`src/rtl/serial_status_pkg.sv`:
```
// Purpose: Shared constants for the serial status flag block
// Assumes: APB with 32-bit data, one register per aligned word
// Notes:   Status layout keeps the classic eight-bit flag order
package serial_status_pkg;
	// ****************************************
	// Register byte addresses
	// ****************************************
	localparam logic [7:0]  STATUS_OFS    = 8'h00;
	localparam logic [7:0]  CONTROL_OFS   = 8'h04;
	localparam logic [7:0]  RXDATA_OFS    = 8'h08;
	localparam logic [7:0]  TXDATA_OFS    = 8'h0C;
	localparam int          ADDR_W        = 8;

	// ****************************************
	// Status field positions and reset
	// ****************************************
	localparam int          TX_DATA_EMPTY_FLAG_BIT      = 7;
	localparam int          RX_DATA_FULL_FLAG_BIT      = 6;
	localparam int          OVERRUN_ERROR_FLAG_BIT      = 5;
	localparam int          FER_BIT       = 4;
	localparam int          PER_BIT       = 3;
	localparam int          TRANSMIT_END_FLAG_BIT      = 2;
	localparam int          MPB_BIT       = 1;
	localparam int          TX_MULTIPROC_BIT_BIT      = 0;
	localparam logic [7:0]  STATUS_RST    = 8'h84;
	localparam logic [7:0]  CLEARABLE     = 8'hF8;

	// ****************************************
	// Control field positions and reset
	// ****************************************
	localparam int          CTL_RX_EN     = 0;
	localparam int          CTL_TX_EN     = 1;
	localparam int          CTL_SYNC      = 2;
	localparam int          CTL_PAR_EN    = 3;
	localparam int          CTL_PAR_ODD   = 4;
	localparam int          CTL_TWO_STOP  = 5;
	localparam int          CTL_MULTIPROC = 6;
	localparam logic [7:0]  CONTROL_RST   = 8'h00;
	localparam logic [31:0] PRDATA_RST    = 32'h0000_0000;
endpackage

```
`src/rtl/serial_status_flags.sv`:
```
// Purpose: Status flags, error stall and multiprocessor bits of a serial channel
// Assumes: External shifters report completed characters as one-cycle pulses
// Notes:   Registers answer over APB with one wait state
//
// Implementation choices: the register offsets and the APB register port.
`timescale 1ns/100ps

module serial_status_flags
	import serial_status_pkg::*;
#(
	parameter int CHAR_W = 8
) (
	input  wire logic              pclk,
	input  wire logic              presetn,
	input  wire logic              psel,
	input  wire logic              penable,
	input  wire logic              pwrite,
	input  wire logic [ADDR_W-1:0] paddr,
	input  wire logic [31:0]       pwdata,
	output logic      [31:0]       prdata,
	output logic                   pready,
	output logic                   pslverr,
	input  wire logic              low_power_init,
	input  wire logic              rx_done,
	input  wire logic [CHAR_W-1:0] rx_char,
	input  wire logic              rx_parity_bit,
	input  wire logic              rx_stop_bit,
	input  wire logic              rx_mpb_in,
	input  wire logic              dtc_rx_read,
	input  wire logic              dtc_tx_write,
	input  wire logic [CHAR_W-1:0] dtc_tx_data,
	input  wire logic              tx_load,
	input  wire logic              tx_last_bit,
	output logic                   rx_hold,
	output logic                   tx_hold,
	output logic                   tx_mpb_out,
	output logic      [CHAR_W-1:0] tx_char,
	output logic                   tx_data_empty,
	output logic                   tx_end
);

	// ****************************************
	// State
	// ****************************************
	typedef struct packed {
		logic [7:0]        sts;
		logic [7:0]        seen;
		logic [7:0]        ctrl;
		logic [CHAR_W-1:0] rx_data_reg;
		logic [CHAR_W-1:0] tx_data_reg;
		logic [31:0]       prdata;
		logic              pready;
		logic              pslverr;
		logic              rx_hold;
		logic              tx_hold;
		logic              tx_mpb;
	} state_s;

	state_s state_ff;
	state_s nxt_state;

	// Bus qualifiers
	logic              bus_prep;
	logic              bus_take;
	logic              wr_take;
	logic              rd_take;
	logic              mapped;
	logic              hit_status;
	logic              hit_control;
	logic              hit_rxdata;
	logic              hit_txdata;
	logic              status_wr;
	logic              control_wr;
	logic              txdata_wr;
	logic              status_rd;

	// Mode decode
	logic              rx_en;
	logic              tx_en;
	logic              sync_mode;
	logic              async_mode;
	logic              par_en;
	logic              par_odd;
	logic              multiproc;

	// Receive path
	logic              any_err;
	logic              rx_ok;
	logic              rx_over;
	logic              rx_store;
	logic              stop_bad;
	logic              par_calc;
	logic              par_bad;
	logic              rx_clean;
	logic              mpb_load;

	// Flag events
	logic [7:0]        read_word;
	logic [7:0]        sw_clr;
	logic [7:0]        arm;
	logic              tx_data_empty_flag_sw_clr;
	logic              tx_data_empty_flag_set;
	logic              tx_data_empty_flag_clr;
	logic              rx_data_full_flag_set;
	logic              rx_data_full_flag_clr;
	logic              overrun_error_flag_set;
	logic              fer_set;
	logic              per_set;
	logic              transmit_end_flag_set;
	logic              transmit_end_flag_clr;

	// ****************************************
	// Bus decode
	// ****************************************
	// One wait state gives prdata a flop of its own
	assign bus_prep    = psel && penable && !state_ff.pready;
	assign bus_take    = psel && penable && state_ff.pready;
	assign wr_take     = bus_take && pwrite && !state_ff.pslverr;
	assign rd_take     = bus_take && !pwrite && !state_ff.pslverr;
	assign hit_status  = (paddr == STATUS_OFS);
	assign hit_control = (paddr == CONTROL_OFS);
	assign hit_rxdata  = (paddr == RXDATA_OFS);
	assign hit_txdata  = (paddr == TXDATA_OFS);
	assign mapped      = hit_status || hit_control || hit_rxdata || hit_txdata;
	assign status_wr   = wr_take && hit_status;
	assign control_wr  = wr_take && hit_control;
	assign txdata_wr   = wr_take && hit_txdata;
	assign status_rd   = rd_take && hit_status;
	// Arm from the word that went out, not from flags that rose meanwhile
	assign read_word   = state_ff.prdata[7:0];

	// ****************************************
	// Mode decode
	// ****************************************
	assign rx_en      = state_ff.ctrl[CTL_RX_EN];
	assign tx_en      = state_ff.ctrl[CTL_TX_EN];
	assign sync_mode  = state_ff.ctrl[CTL_SYNC];
	assign async_mode = !sync_mode;
	assign par_en     = state_ff.ctrl[CTL_PAR_EN];
	assign par_odd    = state_ff.ctrl[CTL_PAR_ODD];
	assign multiproc  = state_ff.ctrl[CTL_MULTIPROC];

	// ****************************************
	// Receive checks
	// ****************************************
	assign any_err  = state_ff.sts[OVERRUN_ERROR_FLAG_BIT] ||
	                  state_ff.sts[FER_BIT] ||
	                  state_ff.sts[PER_BIT];
	// Receive enable low or an error pending both block the character
	assign rx_ok    = rx_done && rx_en && !any_err;
	assign rx_over  = rx_ok && state_ff.sts[RX_DATA_FULL_FLAG_BIT];
	assign rx_store = rx_ok && !state_ff.sts[RX_DATA_FULL_FLAG_BIT];
	// Shifter reports the first stop bit only, so a second one never counts
	assign stop_bad = async_mode && !rx_stop_bit;
	assign par_calc = ^{rx_char, rx_parity_bit};
	assign par_bad  = async_mode && par_en && (par_calc != par_odd);
	assign rx_clean = !stop_bad && !par_bad;
	assign mpb_load = rx_store && async_mode && multiproc;

	// ****************************************
	// Flag events
	// ****************************************
	// A clear needs a 0 in the write word and an earlier read of 1
	for (genvar g = 0; g < $bits(read_word); g++) begin : g_clr
		assign sw_clr[g] = status_wr && CLEARABLE[g] && !pwdata[g] &&
		                   state_ff.seen[g];
		assign arm[g]    = status_rd && CLEARABLE[g] && read_word[g];
	end

	assign tx_data_empty_flag_sw_clr = sw_clr[TX_DATA_EMPTY_FLAG_BIT];
	// Disabled transmitter forces both transmit flags high
	assign tx_data_empty_flag_set    = !tx_en || tx_load;
	assign tx_data_empty_flag_clr    = tx_data_empty_flag_sw_clr || dtc_tx_write;
	assign rx_data_full_flag_set    = rx_store && rx_clean;
	assign rx_data_full_flag_clr    = sw_clr[RX_DATA_FULL_FLAG_BIT] || dtc_rx_read;
	assign overrun_error_flag_set    = rx_over;
	assign fer_set     = rx_store && stop_bad;
	assign per_set     = rx_store && par_bad;
	// Transmit end follows the empty-flag clear; it has no write path
	assign transmit_end_flag_set    = !tx_en || (tx_last_bit && state_ff.sts[TX_DATA_EMPTY_FLAG_BIT]);
	assign transmit_end_flag_clr    = tx_data_empty_flag_clr;

	// ****************************************
	// Next state
	// ****************************************
	always_comb begin
		nxt_state = state_ff;

		// ****************************************
		// Bus answer
		// ****************************************
		nxt_state.pready  = bus_prep;
		nxt_state.pslverr = bus_prep && !mapped;
		nxt_state.prdata  = PRDATA_RST;
		if (bus_prep && !pwrite) begin
			case (paddr)
				STATUS_OFS: begin
					nxt_state.prdata[7:0] = state_ff.sts;
				end
				CONTROL_OFS: begin
					nxt_state.prdata[7:0] = state_ff.ctrl;
				end
				RXDATA_OFS: begin
					nxt_state.prdata[CHAR_W-1:0] = state_ff.rx_data_reg;
				end
				TXDATA_OFS: begin
					nxt_state.prdata[CHAR_W-1:0] = state_ff.tx_data_reg;
				end
				default: begin
					nxt_state.prdata = PRDATA_RST;
				end
			endcase
		end

		// Remember flags that software has seen at 1
		if (status_rd) begin
			nxt_state.seen = state_ff.seen | arm;
		end

		// ****************************************
		// Software writes
		// ****************************************
		if (status_wr) begin
			nxt_state.sts[TX_MULTIPROC_BIT_BIT] = pwdata[TX_MULTIPROC_BIT_BIT];
		end
		if (control_wr) begin
			nxt_state.ctrl = pwdata[7:0];
		end
		if (txdata_wr) begin
			nxt_state.tx_data_reg = pwdata[CHAR_W-1:0];
		end
		// Controller load shares the register with the bus write
		if (dtc_tx_write) begin
			nxt_state.tx_data_reg = dtc_tx_data;
		end

		// ****************************************
		// Flag clears
		// ****************************************
		for (int i = 0; i < $bits(read_word); i++) begin
			if (sw_clr[i]) begin
				nxt_state.sts[i]  = 1'b0;
				nxt_state.seen[i] = 1'b0;
			end
		end
		if (tx_data_empty_flag_clr) begin
			nxt_state.sts[TX_DATA_EMPTY_FLAG_BIT]  = 1'b0;
			nxt_state.seen[TX_DATA_EMPTY_FLAG_BIT] = 1'b0;
		end
		if (rx_data_full_flag_clr) begin
			nxt_state.sts[RX_DATA_FULL_FLAG_BIT]  = 1'b0;
			nxt_state.seen[RX_DATA_FULL_FLAG_BIT] = 1'b0;
		end
		if (transmit_end_flag_clr) begin
			nxt_state.sts[TRANSMIT_END_FLAG_BIT] = 1'b0;
		end

		// ****************************************
		// Flag sets, last so they beat any clear above
		// ****************************************
		if (tx_data_empty_flag_set) begin
			nxt_state.sts[TX_DATA_EMPTY_FLAG_BIT] = 1'b1;
		end
		if (transmit_end_flag_set) begin
			nxt_state.sts[TRANSMIT_END_FLAG_BIT] = 1'b1;
		end
		if (overrun_error_flag_set) begin
			nxt_state.sts[OVERRUN_ERROR_FLAG_BIT] = 1'b1;
		end
		if (fer_set) begin
			nxt_state.sts[FER_BIT] = 1'b1;
		end
		if (per_set) begin
			nxt_state.sts[PER_BIT] = 1'b1;
		end
		if (rx_data_full_flag_set) begin
			nxt_state.sts[RX_DATA_FULL_FLAG_BIT] = 1'b1;
		end

		// ****************************************
		// Receive store
		// ****************************************
		// Receive enable low blocks new characters only; old flags stay
		if (rx_store) begin
			nxt_state.rx_data_reg = rx_char;
		end
		if (mpb_load) begin
			nxt_state.sts[MPB_BIT] = rx_mpb_in;
		end

		// ****************************************
		// Stall and multiprocessor outputs
		// ****************************************
		// Built from the next flags so they move on the same edge
		nxt_state.rx_hold = nxt_state.sts[OVERRUN_ERROR_FLAG_BIT] ||
		                    nxt_state.sts[FER_BIT] ||
		                    nxt_state.sts[PER_BIT];
		nxt_state.tx_hold = nxt_state.ctrl[CTL_SYNC] &&
		                    nxt_state.rx_hold;
		nxt_state.tx_mpb  = nxt_state.sts[TX_MULTIPROC_BIT_BIT] &&
		                    nxt_state.ctrl[CTL_TX_EN] &&
		                    nxt_state.ctrl[CTL_MULTIPROC] &&
		                    !nxt_state.ctrl[CTL_SYNC];

		// ****************************************
		// Low power
		// ****************************************
		// Standby and module stop return the flags to their start values
		if (low_power_init) begin
			nxt_state.sts     = STATUS_RST;
			nxt_state.seen    = '0;
			nxt_state.rx_hold = 1'b0;
			nxt_state.tx_hold = 1'b0;
			nxt_state.tx_mpb  = 1'b0;
		end
	end

	// ****************************************
	// Registers
	// ****************************************
	always_ff @(posedge pclk or negedge presetn) begin
		if (!presetn) begin
			state_ff         <= '0;
			state_ff.sts     <= STATUS_RST;
			state_ff.ctrl    <= CONTROL_RST;
			state_ff.prdata  <= PRDATA_RST;
			state_ff.seen    <= '0;
			state_ff.rx_data_reg     <= '0;
			state_ff.tx_data_reg     <= '0;
			state_ff.pready  <= 1'b0;
			state_ff.pslverr <= 1'b0;
			state_ff.rx_hold <= 1'b0;
			state_ff.tx_hold <= 1'b0;
			state_ff.tx_mpb  <= 1'b0;
		end else begin
			state_ff <= nxt_state;
		end
	end

	// ****************************************
	// Outputs
	// ****************************************
	assign prdata        = state_ff.prdata;
	assign pready        = state_ff.pready;
	assign pslverr       = state_ff.pslverr;
	assign rx_hold       = state_ff.rx_hold;
	assign tx_hold       = state_ff.tx_hold;
	assign tx_mpb_out    = state_ff.tx_mpb;
	assign tx_char       = state_ff.tx_data_reg;
	assign tx_data_empty = state_ff.sts[TX_DATA_EMPTY_FLAG_BIT];
	assign tx_end        = state_ff.sts[TRANSMIT_END_FLAG_BIT];

endmodule

```
`config.mk`:
```
export PLATFORM = sky130hd
export DESIGN_NAME = serial_status_flags
export DESIGN_NICKNAME = d
export VERILOG_FILES = /design/src/rtl/serial_status_pkg.sv /design/src/rtl/serial_status_flags.sv
export SDC_FILE = /design/constraint.sdc
export NUM_CORES = 1
export LEC_CHECK = 0
export ABC_CLOCK_PERIOD_IN_PS = 3870
export BUFFER_PORTS_ARGS = -buffer_cell sky130_fd_sc_hd__buf_2
export CORE_UTILIZATION = 53
export CTS_BUF_LIST = sky130_fd_sc_hd__clkbuf_4 sky130_fd_sc_hd__clkbuf_8
export DETAILED_ROUTE_END_ITERATION = 12
export PLACE_DENSITY = 0.95
export SYNTH_ARGS = -nofsm -noshare
export SYNTH_HDL_FRONTEND = slang
export SYNTH_SLANG_ARGS = --single-unit
```
`constraint.sdc`:
```
create_clock -name pclk -period 3.87 [get_ports pclk]
set_input_delay 0.1935 -clock pclk [delete_from_list [all_inputs] [get_ports pclk]]
set_output_delay 0.1935 -clock pclk [all_outputs]
set_load 0.03 [all_outputs]
```
# Word-level counts from Yosys, hierarchy flattened
# Cells that the tools add are included.
totals:
  ff_bits: 53
  input_bits: 70
  wordCells: 144
  output_inout_bits: 47
op_classes:
  bitwise_logic: 1
  n_mux: 31
  reduce_logical: 87
  eq_ne: 4
ops:
  columns: ["cell", "count"]
  rows:
  - ["$logic_and 1x1->1", 46]
  - ["$mux 8", 4]
  - ["$pmux 8 s4", 1]
  - ["$mux 1", 23]
  - ["$logic_not 1->1", 17]
  - ["$eq 8x4->1 const B", 2]
  - ["$mux 16", 1]
  - ["$reduce_bool 4->1", 4]
  - ["$reduce_bool 3->1", 4]
  - ["$logic_or 1x1->1", 11]
  - ["$reduce_xor 9->1", 1]
  - ["$eq 8x3->1 const B", 1]
  - ["$logic_not 8->1", 1]
  - ["$or 8x8->8", 1]
  - ["$mux 7", 1]
  - ["$reduce_bool 2->1", 3]
  - ["$mux 3", 1]
  - ["$ne 1x1->1", 1]

# Longest topological paths before layout
# Gate-level depths: netlist of run 1.
depth:
  word_depth: 13
  ltp_mapped: 5
  ltp_nobuf: 5

# Least setup slack after synthesis of run 1
# Ideal clock, no wire load.
synth_path:
  path_type: "register to register"
  startpoint: "register pslverr (netlist name)"
  endpoint: "register tx_hold (netlist name)"
  arrival_time_ps: 1630
  stages_incl_launch_ff: 6
  path_buffers: 0
  setup_ps: 138
  synth_period_minus_slack_ps: 1769
  path_slack_ps: 2101
  required_ps: 3732
  path_cell_list: "dfrtp_1 > and4b_1 > nand4_2 > or3b_1 > a32oi_2 > a211oi_1"

# Worst setup path after layout of run 1
layout_path:
  startpoint: "register pslverr (netlist name)"
  endpoint: "register state_ff, in the netlist tx_char[6]"
layout_between:
  elab_chain_len: 4
layout_rtl:
  columns: ["item", "line_no", "text"]
  rows:
  - ["$logic_not 1->1", "serial_status_flags.sv:118", "assign wr_take = bus_take && pwrite && !state_ff.pslverr;"]
  - ["$logic_and 1x1->1", "serial_status_flags.sv:118", null]
  - ["$logic_and 1x1->1", "serial_status_flags.sv:127", "assign txdata_wr = wr_take && hit_txdata;"]
  - ["$reduce_bool 2->1 (no source line)", null, null]
  - ["end signal: assignment", "serial_status_flags.sv:336", "state_ff <= nxt_state;"]
  - ["end: declaration", "serial_status_flags.sv:59", "state_s state_ff;"]
# No other way between the ends.
# A chain may end at the register's enable or synchronous reset.

==> report_table.html, run 1 <==
<table>
<tr><th>Metric</th><th>Value</th></tr>
<tr><th colspan="2">Status</th></tr>
<tr><td>Status</td><td>complete, no violations</td></tr>
<tr><th colspan="2">GRT</th></tr>
<tr><td>Global-route usage over all layers</td><td>~22%</td></tr>
<tr><td>Global-route met2 utilization</td><td>between 30% and 40%</td></tr>
<tr><td>Maximum number of pins on one net before global-route repair</td><td>51</td></tr>
<tr><td>Busiest grt layer</td><td>met2</td></tr>
<tr><td>Overflow left after global routing</td><td>0</td></tr>
<tr><td>Number of global-route vias before repair</td><td>approximately 1800</td></tr>
<tr><td>M1 GR Usage</td><td>around 29%</td></tr>
<tr><td>GR met3 Demand/Resource</td><td>approximately 5.3%</td></tr>
<tr><td>Initial antenna violation count</td><td>0</td></tr>
<tr><td>Global-route wire length before repair</td><td>8.74 mm</td></tr>
<tr><th colspan="2">Setup path</th></tr>
<tr><td>List of cells traversed by the critical path</td><td>and4b_1 &gt; and3_4 &gt; nand4_2 &gt; mux2i_1 &gt; o21ai_0</td></tr>
<tr><td>Sort of element at the end of the critical path</td><td>flip-flop</td></tr>
<tr><td>Reg-to-Reg Start</td><td>pslverr</td></tr>
<tr><td>Critical path fanouts, max</td><td>8</td></tr>
<tr><td>Worst endpoint required time</td><td>about 4100 ps</td></tr>
<tr><td>Worst setup path category</td><td>flip-flop to flip-flop</td></tr>
<tr><td>Crit path launch</td><td>pslverr</td></tr>
<tr><td>Buf/Inv on CP</td><td>0</td></tr>
<tr><td>Largest delay share family, worst path</td><td>simple AND/OR/NAND/NOR gates</td></tr>
<tr><td>Cell with the biggest individual delay on the critical path</td><td>sky130_fd_sc_hd__nand4_2</td></tr>
<tr><td>Worst flop-to-flop path endpoint</td><td>tx_char[6]</td></tr>
<tr><td>Arrival time reported for the critical path endpoint</td><td>approximately 2100 ps</td></tr>
<tr><td>Max incr delay on CP</td><td>approximately 400 ps</td></tr>
<tr><td>Number of cells traversed by the worst register-to-register path</td><td>5</td></tr>
<tr><td>Flop2flop setup slack</td><td>1950 ps</td></tr>
<tr><td>Critical path launch point type</td><td>flip-flop</td></tr>
<tr><th colspan="2">STA</th></tr>
<tr><td>Minimum period implied by the final worst setup slack</td><td>slightly below 2000 ps</td></tr>
<tr><td>Sum of negative setup slack</td><td>0 ps</td></tr>
<tr><td>Setup violations, final</td><td>0</td></tr>
<tr><td>Unrepaired setup endpoints after global routing</td><td>false</td></tr>
<tr><td>Actual slew at the worst max-slew pin</td><td>~1100 ps</td></tr>
<tr><td>Number of hold-slack violations in the final timing report</td><td>0</td></tr>
<tr><td>Layout Skew</td><td>about 7.5 ps</td></tr>
<tr><td>Fmax</td><td>roughly 520 MHz</td></tr>
<tr><td>Fraction of the cycle the final worst path needs</td><td>about half</td></tr>
<tr><td>Final count of pins violating max slew</td><td>0</td></tr>
<tr><td>Worst-case headroom to the max-slew limit</td><td>between 20% and 30%</td></tr>
<tr><th colspan="2">Die</th></tr>
<tr><td>Number of I/O pins</td><td>117</td></tr>
<tr><td>Row count</td><td>25</td></tr>
<tr><td>Die area</td><td>0.00550 mm^2</td></tr>
<tr><td>Core box area</td><td>just under 0.005 mm^2</td></tr>
<tr><td>Starting Density</td><td>between 50% and 60%</td></tr>
<tr><td>Die width</td><td>~74 um</td></tr>
<tr><td>Floorplan die height</td><td>around 74 um</td></tr>
<tr><th colspan="2">Routing</th></tr>
<tr><td>Overall via count from detail_route</td><td>~1900</td></tr>
<tr><td>Total Wirelength</td><td>about 5.5 mm</td></tr>
<tr><td>First-pass iteration count of the detailed router</td><td>4</td></tr>
<tr><td>Starting DRT DRC Count</td><td>between 90 and 100</td></tr>
<tr><td>Number of antenna-violating nets in the routed design</td><td>0</td></tr>
<tr><td>Number of remaining DRC errors</td><td>0</td></tr>
<tr><td>Vias per inst</td><td>between 5 and 6</td></tr>
<tr><td>Detail-routed net length per standard cell</td><td>between 15 and 20 um</td></tr>
<tr><th colspan="2">Yosys</th></tr>
<tr><td>Yosys Warn Count</td><td>0</td></tr>
<tr><td>Sequential-to-total area share from yosys stat</td><td>45.4%</td></tr>
<tr><td>Synth async-reset ratio</td><td>100%</td></tr>
<tr><td>Count of state elements after synthesis</td><td>50</td></tr>
<tr><td>EDFF count, synth</td><td>0</td></tr>
<tr><td>Most used DFF post-synth</td><td>sky130_fd_sc_hd__dfrtp_1</td></tr>
<tr><td>Syn Area/Cell</td><td>~12 um^2</td></tr>
<tr><td>Post-synthesis cell count</td><td>between 200 and 250</td></tr>
<tr><td>Count of unique library cells instantiated by Yosys</td><td>46</td></tr>
<tr><td>Cell area after synthesis</td><td>approximately 0.0028 mm^2</td></tr>
<tr><th colspan="2">Cells and area</th></tr>
<tr><td>Area Growth Syn to Fin</td><td>11.2%</td></tr>
<tr><td>Diode insertion count for antenna repair</td><td>0</td></tr>
<tr><td>Number of nets in the final layout</td><td>between 300 and 400</td></tr>
<tr><td>Layout cells sized above 1</td><td>about two fifths</td></tr>
<tr><td>Filler cell count in the final layout</td><td>405</td></tr>
<tr><th colspan="2">Clock tree</th></tr>
<tr><td>CTS tree</td><td>built</td></tr>
<tr><td>Clock transition at the register clock pins on the worst setup and hold paths after CTS</td><td>roughly 90 ps</td></tr>
<tr><td>Hold bufs inserted after CTS</td><td>0</td></tr>
<tr><td>Clock Latency Late Sink</td><td>310 ps</td></tr>
<tr><td>Total clock buffers created by CTS</td><td>5</td></tr>
<tr><td>CTS root buf</td><td>sky130_fd_sc_hd__clkbuf_8</td></tr>
<tr><td>Maximum number of buffers from clock root to sink</td><td>2</td></tr>
<tr><td>Post-CTS repair timing setup buffer count</td><td>0</td></tr>
<tr><td>Clock sink count</td><td>50</td></tr>
<tr><td>CTS H-tree depth</td><td>2</td></tr>
<tr><td>Number of resized instances in the post-cts repair step</td><td>0</td></tr>
<tr><th colspan="2">Power</th></tr>
<tr><td>Total power divided by cell area</td><td>354 mW/mm^2</td></tr>
<tr><td>Overall Power</td><td>1.09 mW</td></tr>
<tr><td>Leakage</td><td>~1.6 nW</td></tr>
<tr><td>Worst ir drop on vdd</td><td>265 uV</td></tr>
<tr><th colspan="2">Place</th></tr>
<tr><td>Final weighted congestion in routability-driven placement</td><td>0.863</td></tr>
<tr><td>Count of buffers from port buffering</td><td>a little under 70</td></tr>
<tr><td>Hpwl dp</td><td>between 4 and 5 mm</td></tr>
<tr><th colspan="2">Flow run</th></tr>
<tr><td>Max Cap Violations</td><td>0</td></tr>
<tr><th colspan="2">Worst hold path</th></tr>
<tr><td>Hold Crit Class</td><td>input port to async pin</td></tr>
</table>
==> Yosys cell counts (2+ instances only) <==
master	instances	area (um^2)
sky130_fd_sc_hd__inv_1	6	22.5
sky130_fd_sc_hd__nor3_1	4	20.0
sky130_fd_sc_hd__buf_4	40	300
sky130_fd_sc_hd__nand4_2	3	37.5
sky130_fd_sc_hd__nor2_1	12	45.0
sky130_fd_sc_hd__mux2_2	15	169
sky130_fd_sc_hd__a211oi_1	2	15.0
sky130_fd_sc_hd__mux4_2	8	180
sky130_fd_sc_hd__a21oi_1	8	40.0
sky130_fd_sc_hd__clkbuf_1	3	11.3
sky130_fd_sc_hd__nand3_1	3	15.0
sky130_fd_sc_hd__mux2i_1	11	110
sky130_fd_sc_hd__nor2b_1	9	56.3
sky130_fd_sc_hd__buf_2	2	10.0
sky130_fd_sc_hd__nand2_1	11	41.3
sky130_fd_sc_hd__dfstp_2	2	52.6
sky130_fd_sc_hd__dfrtp_1	48	1200
sky130_fd_sc_hd__and4b_1	2	20.0
sky130_fd_sc_hd__o21ai_0	9	45.0
sky130_fd_sc_hd__xnor2_1	7	61.3
sky130_fd_sc_hd__nand2b_1	2	12.5
==> routing by layer <==
layer	up-vias	routed length, um
li1	864	-
met1	900	2330
met2	97	2710
met3	8	400
met4	0	82
met5	-	0
==> through the flow <==
stage	hold slack, ps	worst slack (ps)	cells	area [um^2]	utilization [%]
floorplan	-102	2100	255	2850	-
finish	77.0	1950	353	3070	62.9
global placement	388	1960	345	2950	60.5
CTS	73.8	1950	353	3070	62.9
detailed placement	396	1870	345	2950	60.5
global route	83.3	1880	353	3070	62.9
==> worst max-delay path by stage <==
| stage | end | slack, ps | cells after the start |
|---|---|---|---|
| floorplan | tx_hold | 2100 | 5 |
| global placement | tx_char[3] | 1960 | 6 |
| detailed placement | tx_char[6] | 1870 | 6 |
| CTS | tx_char[6] | 1950 | 5 |
| global route | tx_char[4] | 1880 | 5 |
| finish | tx_char[6] | 1950 | 5 |
==> registers in the layout, summed over array words and instances, names as in the netlist <==
register,flops
state_ff,23
prdata,8
tx_char,8
multiproc,1
par_en,1
par_odd,1
pready,1
pslverr,1
rx_en,1
rx_hold,1
tx_data_empty,1
tx_end,1
tx_hold,1
tx_mpb_out,1
==> cells in the final DEF, fill, tap and decap left out, types with 2 or more instances in the layout <==
| cell type | n |
|---|---|
| sky130_fd_sc_hd__xnor2_1 | 7 |
| sky130_fd_sc_hd__mux4_2 | 8 |
| sky130_fd_sc_hd__buf_2 | 68 |
| sky130_fd_sc_hd__nor2b_1 | 9 |
| sky130_fd_sc_hd__a21oi_1 | 8 |
| sky130_fd_sc_hd__inv_1 | 6 |
| sky130_fd_sc_hd__clkbuf_8 | 6 |
| sky130_fd_sc_hd__conb_1 | 24 |
| sky130_fd_sc_hd__nor3_1 | 4 |
| sky130_fd_sc_hd__dfstp_2 | 2 |
| sky130_fd_sc_hd__nand2_1 | 11 |
| sky130_fd_sc_hd__dfrtp_1 | 48 |
| sky130_fd_sc_hd__nand3_1 | 3 |
| sky130_fd_sc_hd__nand2b_1 | 2 |
| sky130_fd_sc_hd__nand4_2 | 3 |
| sky130_fd_sc_hd__mux2i_1 | 11 |
| sky130_fd_sc_hd__mux2_2 | 15 |
| sky130_fd_sc_hd__a211oi_1 | 2 |
| sky130_fd_sc_hd__nor2_1 | 12 |
| sky130_fd_sc_hd__and4b_1 | 2 |
| sky130_fd_sc_hd__o21ai_0 | 9 |
==> area by class of cell <==
class,instances,area [um^2],share of cell area [%]
Sequential cell,50,1250,40.8
Clock buffer,7,90.1,2.93
Timing Repair Buffer,68,340,11.1
Multi-Input combinational cell,154,1250,40.7
Tap cell,67,83.8,2.73
Inverter,6,22.5,0.733
Clock inverter,1,30.0,0.978
==> cells by family after synthesis <==
kind of cell           share of synthesized area [%]
AND/OR/NAND/NOR                                 14.7
buffers and inverters                           12.5
flip-flops                                      45.4
multiplexers                                    16.6
AO/OA/AOI/OAI                                   7.65
XOR/XNOR                                        3.03
other                                          0.136
==> power breakdown <==
part / switching (mW) / total [mW] / internal [mW]
registers: 0.00754 / 0.540 / 0.533
logic: 0.107 / 0.160 / 0.0533
clock network: 0.170 / 0.388 / 0.218
Power figures use the tool's default switching activity.
==> run 2: changes to the inputs <==
--- a/config.mk
+++ b/config.mk
@@ -5,9 +5,9 @@
 export SDC_FILE = /design/constraint.sdc
 export NUM_CORES = 1
 export LEC_CHECK = 0
-export ABC_CLOCK_PERIOD_IN_PS = 3870
+export ABC_CLOCK_PERIOD_IN_PS = 2000
 export BUFFER_PORTS_ARGS = -buffer_cell sky130_fd_sc_hd__buf_2
-export CORE_UTILIZATION = 53
+export CORE_UTILIZATION = 50
 export CTS_BUF_LIST = sky130_fd_sc_hd__clkbuf_4 sky130_fd_sc_hd__clkbuf_8
 export DETAILED_ROUTE_END_ITERATION = 12
 export PLACE_DENSITY = 0.95
==> constraint.sdc (replaced) <==
create_clock -name pclk -period 2 [get_ports pclk]
set_input_delay 0.1 -clock pclk [delete_from_list [all_inputs] [get_ports pclk]]
set_output_delay 0.1 -clock pclk [all_outputs]
set_load 0.03 [all_outputs]
==> run 2 against run 1 <==
The flow now finishes with violations (negative hold slack). First-iteration DRC count rose by 12%. Worst hold slack got worse by 77 ps. Wire length rose by 11%. Combinational power rose by 110%. Global-route usage rose by 0.22 points. Via count rose by 3.9%. Largest power group unchanged.
==> report_table.html, run 2 (synthesis results as in run 1) <==
<table>
<tr><th>Metric</th><th>Value</th></tr>
<tr><th colspan="2">Status</th></tr>
<tr><td>Status</td><td>complete, but fails checks</td></tr>
<tr><td>Failing checks</td><td>negative hold slack</td></tr>
<tr><th colspan="2">STA</th></tr>
<tr><td>Setup WS post-layout</td><td>133 ps (-1820 ps)</td></tr>
<tr><td>Unrepaired setup endpoints after global routing</td><td>false</td></tr>
<tr><td>Actual slew at the worst max-slew pin</td><td>718 ps (-357 ps)</td></tr>
<tr><td>Sum of negative setup slack</td><td>0 ps (unchanged)</td></tr>
<tr><td>Hold WS</td><td>-0.0132 ps (-77.0 ps)</td></tr>
<tr><td>Layout Skew</td><td>8.65 ps (+1.16 ps)</td></tr>
<tr><td>Worst-case headroom to the max-slew limit</td><td>52.1% (+24 points)</td></tr>
<tr><td>Fmax</td><td>536 MHz (+2.8%)</td></tr>
<tr><td>Final count of pins violating max slew</td><td>0 (unchanged)</td></tr>
<tr><td>Setup violations, final</td><td>0 (unchanged)</td></tr>
<tr><td>Minimum period implied by the final worst setup slack</td><td>1870 ps (-52.8 ps)</td></tr>
<tr><td>Fraction of the cycle the final worst path needs</td><td>93.4% (+44 points)</td></tr>
<tr><td>Number of hold-slack violations in the final timing report</td><td>1 (+1)</td></tr>
<tr><th colspan="2">Clock tree</th></tr>
<tr><td>Maximum number of buffers from clock root to sink</td><td>2 (unchanged)</td></tr>
<tr><td>Clock transition at the register clock pins on the worst setup and hold paths after CTS</td><td>90 ps (about the same)</td></tr>
<tr><td>Hold bufs inserted after CTS</td><td>6 (+6)</td></tr>
<tr><td>Number of resized instances in the post-cts repair step</td><td>0 (unchanged)</td></tr>
<tr><td>CTS root buf</td><td>sky130_fd_sc_hd__clkbuf_8</td></tr>
<tr><td>Clock sink count</td><td>50 (unchanged)</td></tr>
<tr><td>CTS tree</td><td>built</td></tr>
<tr><td>Clock Latency Late Sink</td><td>320 ps (about the same)</td></tr>
<tr><td>Total clock buffers created by CTS</td><td>5 (unchanged)</td></tr>
<tr><td>CTS H-tree depth</td><td>2 (unchanged)</td></tr>
<tr><td>Post-CTS repair timing setup buffer count</td><td>0 (unchanged)</td></tr>
<tr><th colspan="2">Setup path</th></tr>
<tr><td>Worst endpoint required time</td><td>2210 ps (-1850 ps)</td></tr>
<tr><td>Critical path fanouts, max</td><td>5 (-3)</td></tr>
<tr><td>Arrival time reported for the critical path endpoint</td><td>2080 ps (-30 ps)</td></tr>
<tr><td>Reg-to-Reg Start</td><td>pslverr</td></tr>
<tr><td>Critical path launch point type</td><td>flip-flop</td></tr>
<tr><td>Worst flop-to-flop path endpoint</td><td>state_ff[65]</td></tr>
<tr><td>Number of cells traversed by the worst register-to-register path</td><td>5 (unchanged)</td></tr>
<tr><td>Flop2flop setup slack</td><td>130 ps (-1820 ps)</td></tr>
<tr><td>Sort of element at the end of the critical path</td><td>flip-flop</td></tr>
<tr><td>Worst setup path category</td><td>flip-flop to flip-flop</td></tr>
<tr><th colspan="2">Worst hold path</th></tr>
<tr><td>Worst Hold Launch</td><td>dtc_tx_data[0]</td></tr>
<tr><td>Worst Hold End</td><td>tx_char[0]</td></tr>
<tr><td>Hold path depth</td><td>3</td></tr>
<tr><td>Hold Crit Class</td><td>input port to flip-flop</td></tr>
<tr><th colspan="2">Routing</th></tr>
<tr><td>Starting DRT DRC Count</td><td>105 (+12%)</td></tr>
<tr><td>Vias per inst</td><td>5.29 (-0.11%)</td></tr>
<tr><td>First-pass iteration count of the detailed router</td><td>4 (unchanged)</td></tr>
<tr><td>Total Wirelength</td><td>6.15 mm (+11%)</td></tr>
<tr><td>Number of remaining DRC errors</td><td>0 (unchanged)</td></tr>
<tr><td>Detail-routed net length per standard cell</td><td>16.7 um (+7.0%)</td></tr>
<tr><td>Number of antenna-violating nets in the routed design</td><td>0 (unchanged)</td></tr>
<tr><td>Overall via count from detail_route</td><td>1941 (+3.9%)</td></tr>
<tr><th colspan="2">Power</th></tr>
<tr><td>Overall Power</td><td>2.15 mW (+97%)</td></tr>
<tr><td>Relative contribution of sequential cells to total power</td><td>48.8% (-0.8 points)</td></tr>
<tr><td>Worst ir drop on vdd</td><td>398 uV (+50%)</td></tr>
<tr><td>Total internal power</td><td>1.56 mW (+94%)</td></tr>
<tr><td>Net Switching</td><td>587 uW (+110%)</td></tr>
<tr><td>Clock power share</td><td>35.9% (+0.2 points)</td></tr>
<tr><td>Switching share of total power</td><td>27.4% (+1.2 points)</td></tr>
<tr><td>Leakage</td><td>1.65 nW (+3.0%)</td></tr>
<tr><td>Proportion of power drawn by combinational gates</td><td>15.4% (+0.7 points)</td></tr>
<tr><td>Total power divided by cell area</td><td>676 mW/mm^2 (+91%)</td></tr>
<tr><th colspan="2">GRT</th></tr>
<tr><td>Global-route usage over all layers</td><td>22.3% (+0.22 points)</td></tr>
<tr><td>Number of global-route vias before repair</td><td>1984 (+12%)</td></tr>
<tr><td>Initial antenna violation count</td><td>0 (unchanged)</td></tr>
<tr><td>Overflow left after global routing</td><td>0 (unchanged)</td></tr>
<tr><td>Global-route wire length before repair</td><td>9.93 mm (+14%)</td></tr>
<tr><td>Maximum number of pins on one net before global-route repair</td><td>34 (-33%)</td></tr>
<tr><th colspan="2">Flow run</th></tr>
<tr><td>Max Cap Violations</td><td>0 (unchanged)</td></tr>
<tr><th colspan="2">Cells and area</th></tr>
<tr><td>Layout cells sized above 1</td><td>40.4% (+0.19 points)</td></tr>
<tr><td>Register name with the most flops</td><td>state_ff</td></tr>
<tr><td>Most common cell after layout, fill and taps aside</td><td>sky130_fd_sc_hd__buf_2</td></tr>
<tr><td>Number of flip-flops in the largest register</td><td>23 (unchanged)</td></tr>
<tr><td>Top library cells by usage in the layout, fill and taps aside</td><td>68 x sky130_fd_sc_hd__buf_2, 48 x sky130_fd_sc_hd__dfrtp_1, 24 x sky130_fd_sc_hd__conb_1</td></tr>
<tr><td>Number of nets in the final layout</td><td>366 (+3.1%)</td></tr>
<tr><td>Area Growth Syn to Fin</td><td>14.9%</td></tr>
<tr><td>Diode insertion count for antenna repair</td><td>0 (unchanged)</td></tr>
<tr><td>Utilization of the core after routing</td><td>61.0% (-2.0 points)</td></tr>
<tr><th colspan="2">Place</th></tr>
<tr><td>Count of buffers from port buffering</td><td>68 (unchanged)</td></tr>
<tr><td>Worst slack at placement</td><td>133 ps (-1740 ps)</td></tr>
<tr><td>Final weighted congestion in routability-driven placement</td><td>0.908 (+5.2%)</td></tr>
<tr><td>Hpwl dp</td><td>4.56 mm (+8.4%)</td></tr>
<tr><th colspan="2">Die</th></tr>
<tr><td>Number of I/O pins</td><td>117 (unchanged)</td></tr>
<tr><td>Starting Density</td><td>53.1% (-3.5 points)</td></tr>
<tr><td>Floorplan die height</td><td>76.3 um (+2.9%)</td></tr>
<tr><td>Die width</td><td>76.3 um (+2.9%)</td></tr>
<tr><td>Core box area</td><td>0.00520 mm^2 (+6.7%)</td></tr>
<tr><td>Die area</td><td>0.00583 mm^2 (+5.8%)</td></tr>
<tr><td>Row count</td><td>26 (+4.0%)</td></tr>
</table>
==> run 2: changes by cell type in the layout (fill, tap and decap cells not counted) <==
cell,previous run,this run
sky130_fd_sc_hd__dlygate4sd3_1,0,6
sky130_fd_sc_hd__buf_4,0,5
sky130_fd_sc_hd__clkbuf_4,1,0
sky130_fd_sc_hd__inv_6,0,1
==> run 2: cell type report <==
| type | count | area (um^2) |
|---|---|---|
| clock buffer | 6 | 82.6 |
| clock inverter | 2 | 38.8 |
| fill | 421 | 2030 |
| inverter | 6 | 22.5 |
| multi-input combinational | 154 | 1250 |
| sequential | 50 | 1250 |
| tap | 70 | 87.6 |
| timing repair buffer | 79 | 438 |
==> run 2: power groups by stage <==
| stage | Clock [mW] | Sequential, mW | Combinational, mW |
|---|---|---|---|
| after floorplan | 0 | 1.07 | 0.249 |
| after global placement | 0 | 1.06 | 0.312 |
| after detailed placement | 0 | 1.07 | 0.320 |
| after CTS | 0.771 | 1.05 | 0.331 |
| after global routing | 0.817 | 1.05 | 0.356 |
| final | 0.769 | 1.05 | 0.330 |
==> run 2: how the worst max path moves through the flow <==
stage | startpoint | to | slack [ps] | cells after the start
after detailed placement | pslverr | state_ff[65] | 130 | 5
after CTS | pslverr | state_ff[65] | 120 | 5
after floorplan | pslverr | tx_hold | 230 | 5
after global routing | par_odd | tx_hold | 20 | 5
after global placement | pslverr | state_ff[65] | 230 | 5
final | pslverr | state_ff[65] | 130 | 5
==> run 2: layer usage <==
| metal | global-route usage (%) | wire (um) | vias up | share of wire, % |
|---|---|---|---|---|
| li1 | - | - | 891 | - |
| met1 | 28.2 | 2580 | 949 | 42 |
| met2 | 37.8 | 3100 | 95 | 50 |
| met3 | 5.39 | 405 | 6 | 6.6 |
| met4 | 6.92 | 58 | 0 | 0.94 |
| met5 | 0 | 0 | - | 0 |
==> run 2: per-stage QoR <==
stage	hold slack (ps)	cells	instance area, um^2
floorplan	-196	255	2850
global route	4.24	367	3170
finish	-0.0132	367	3170
global placement	180	353	2990
CTS	1.20	367	3170
detailed placement	194	353	2990
==> run 2: worst max-delay path: stages, from the launching register on <==
cell and delay (ps):
sky130_fd_sc_hd__dfrtp_1 380, sky130_fd_sc_hd__and4b_1 330, sky130_fd_sc_hd__and3_4 250, sky130_fd_sc_hd__nor4b_4 400
sky130_fd_sc_hd__a21oi_1 130, sky130_fd_sc_hd__a311oi_1 280
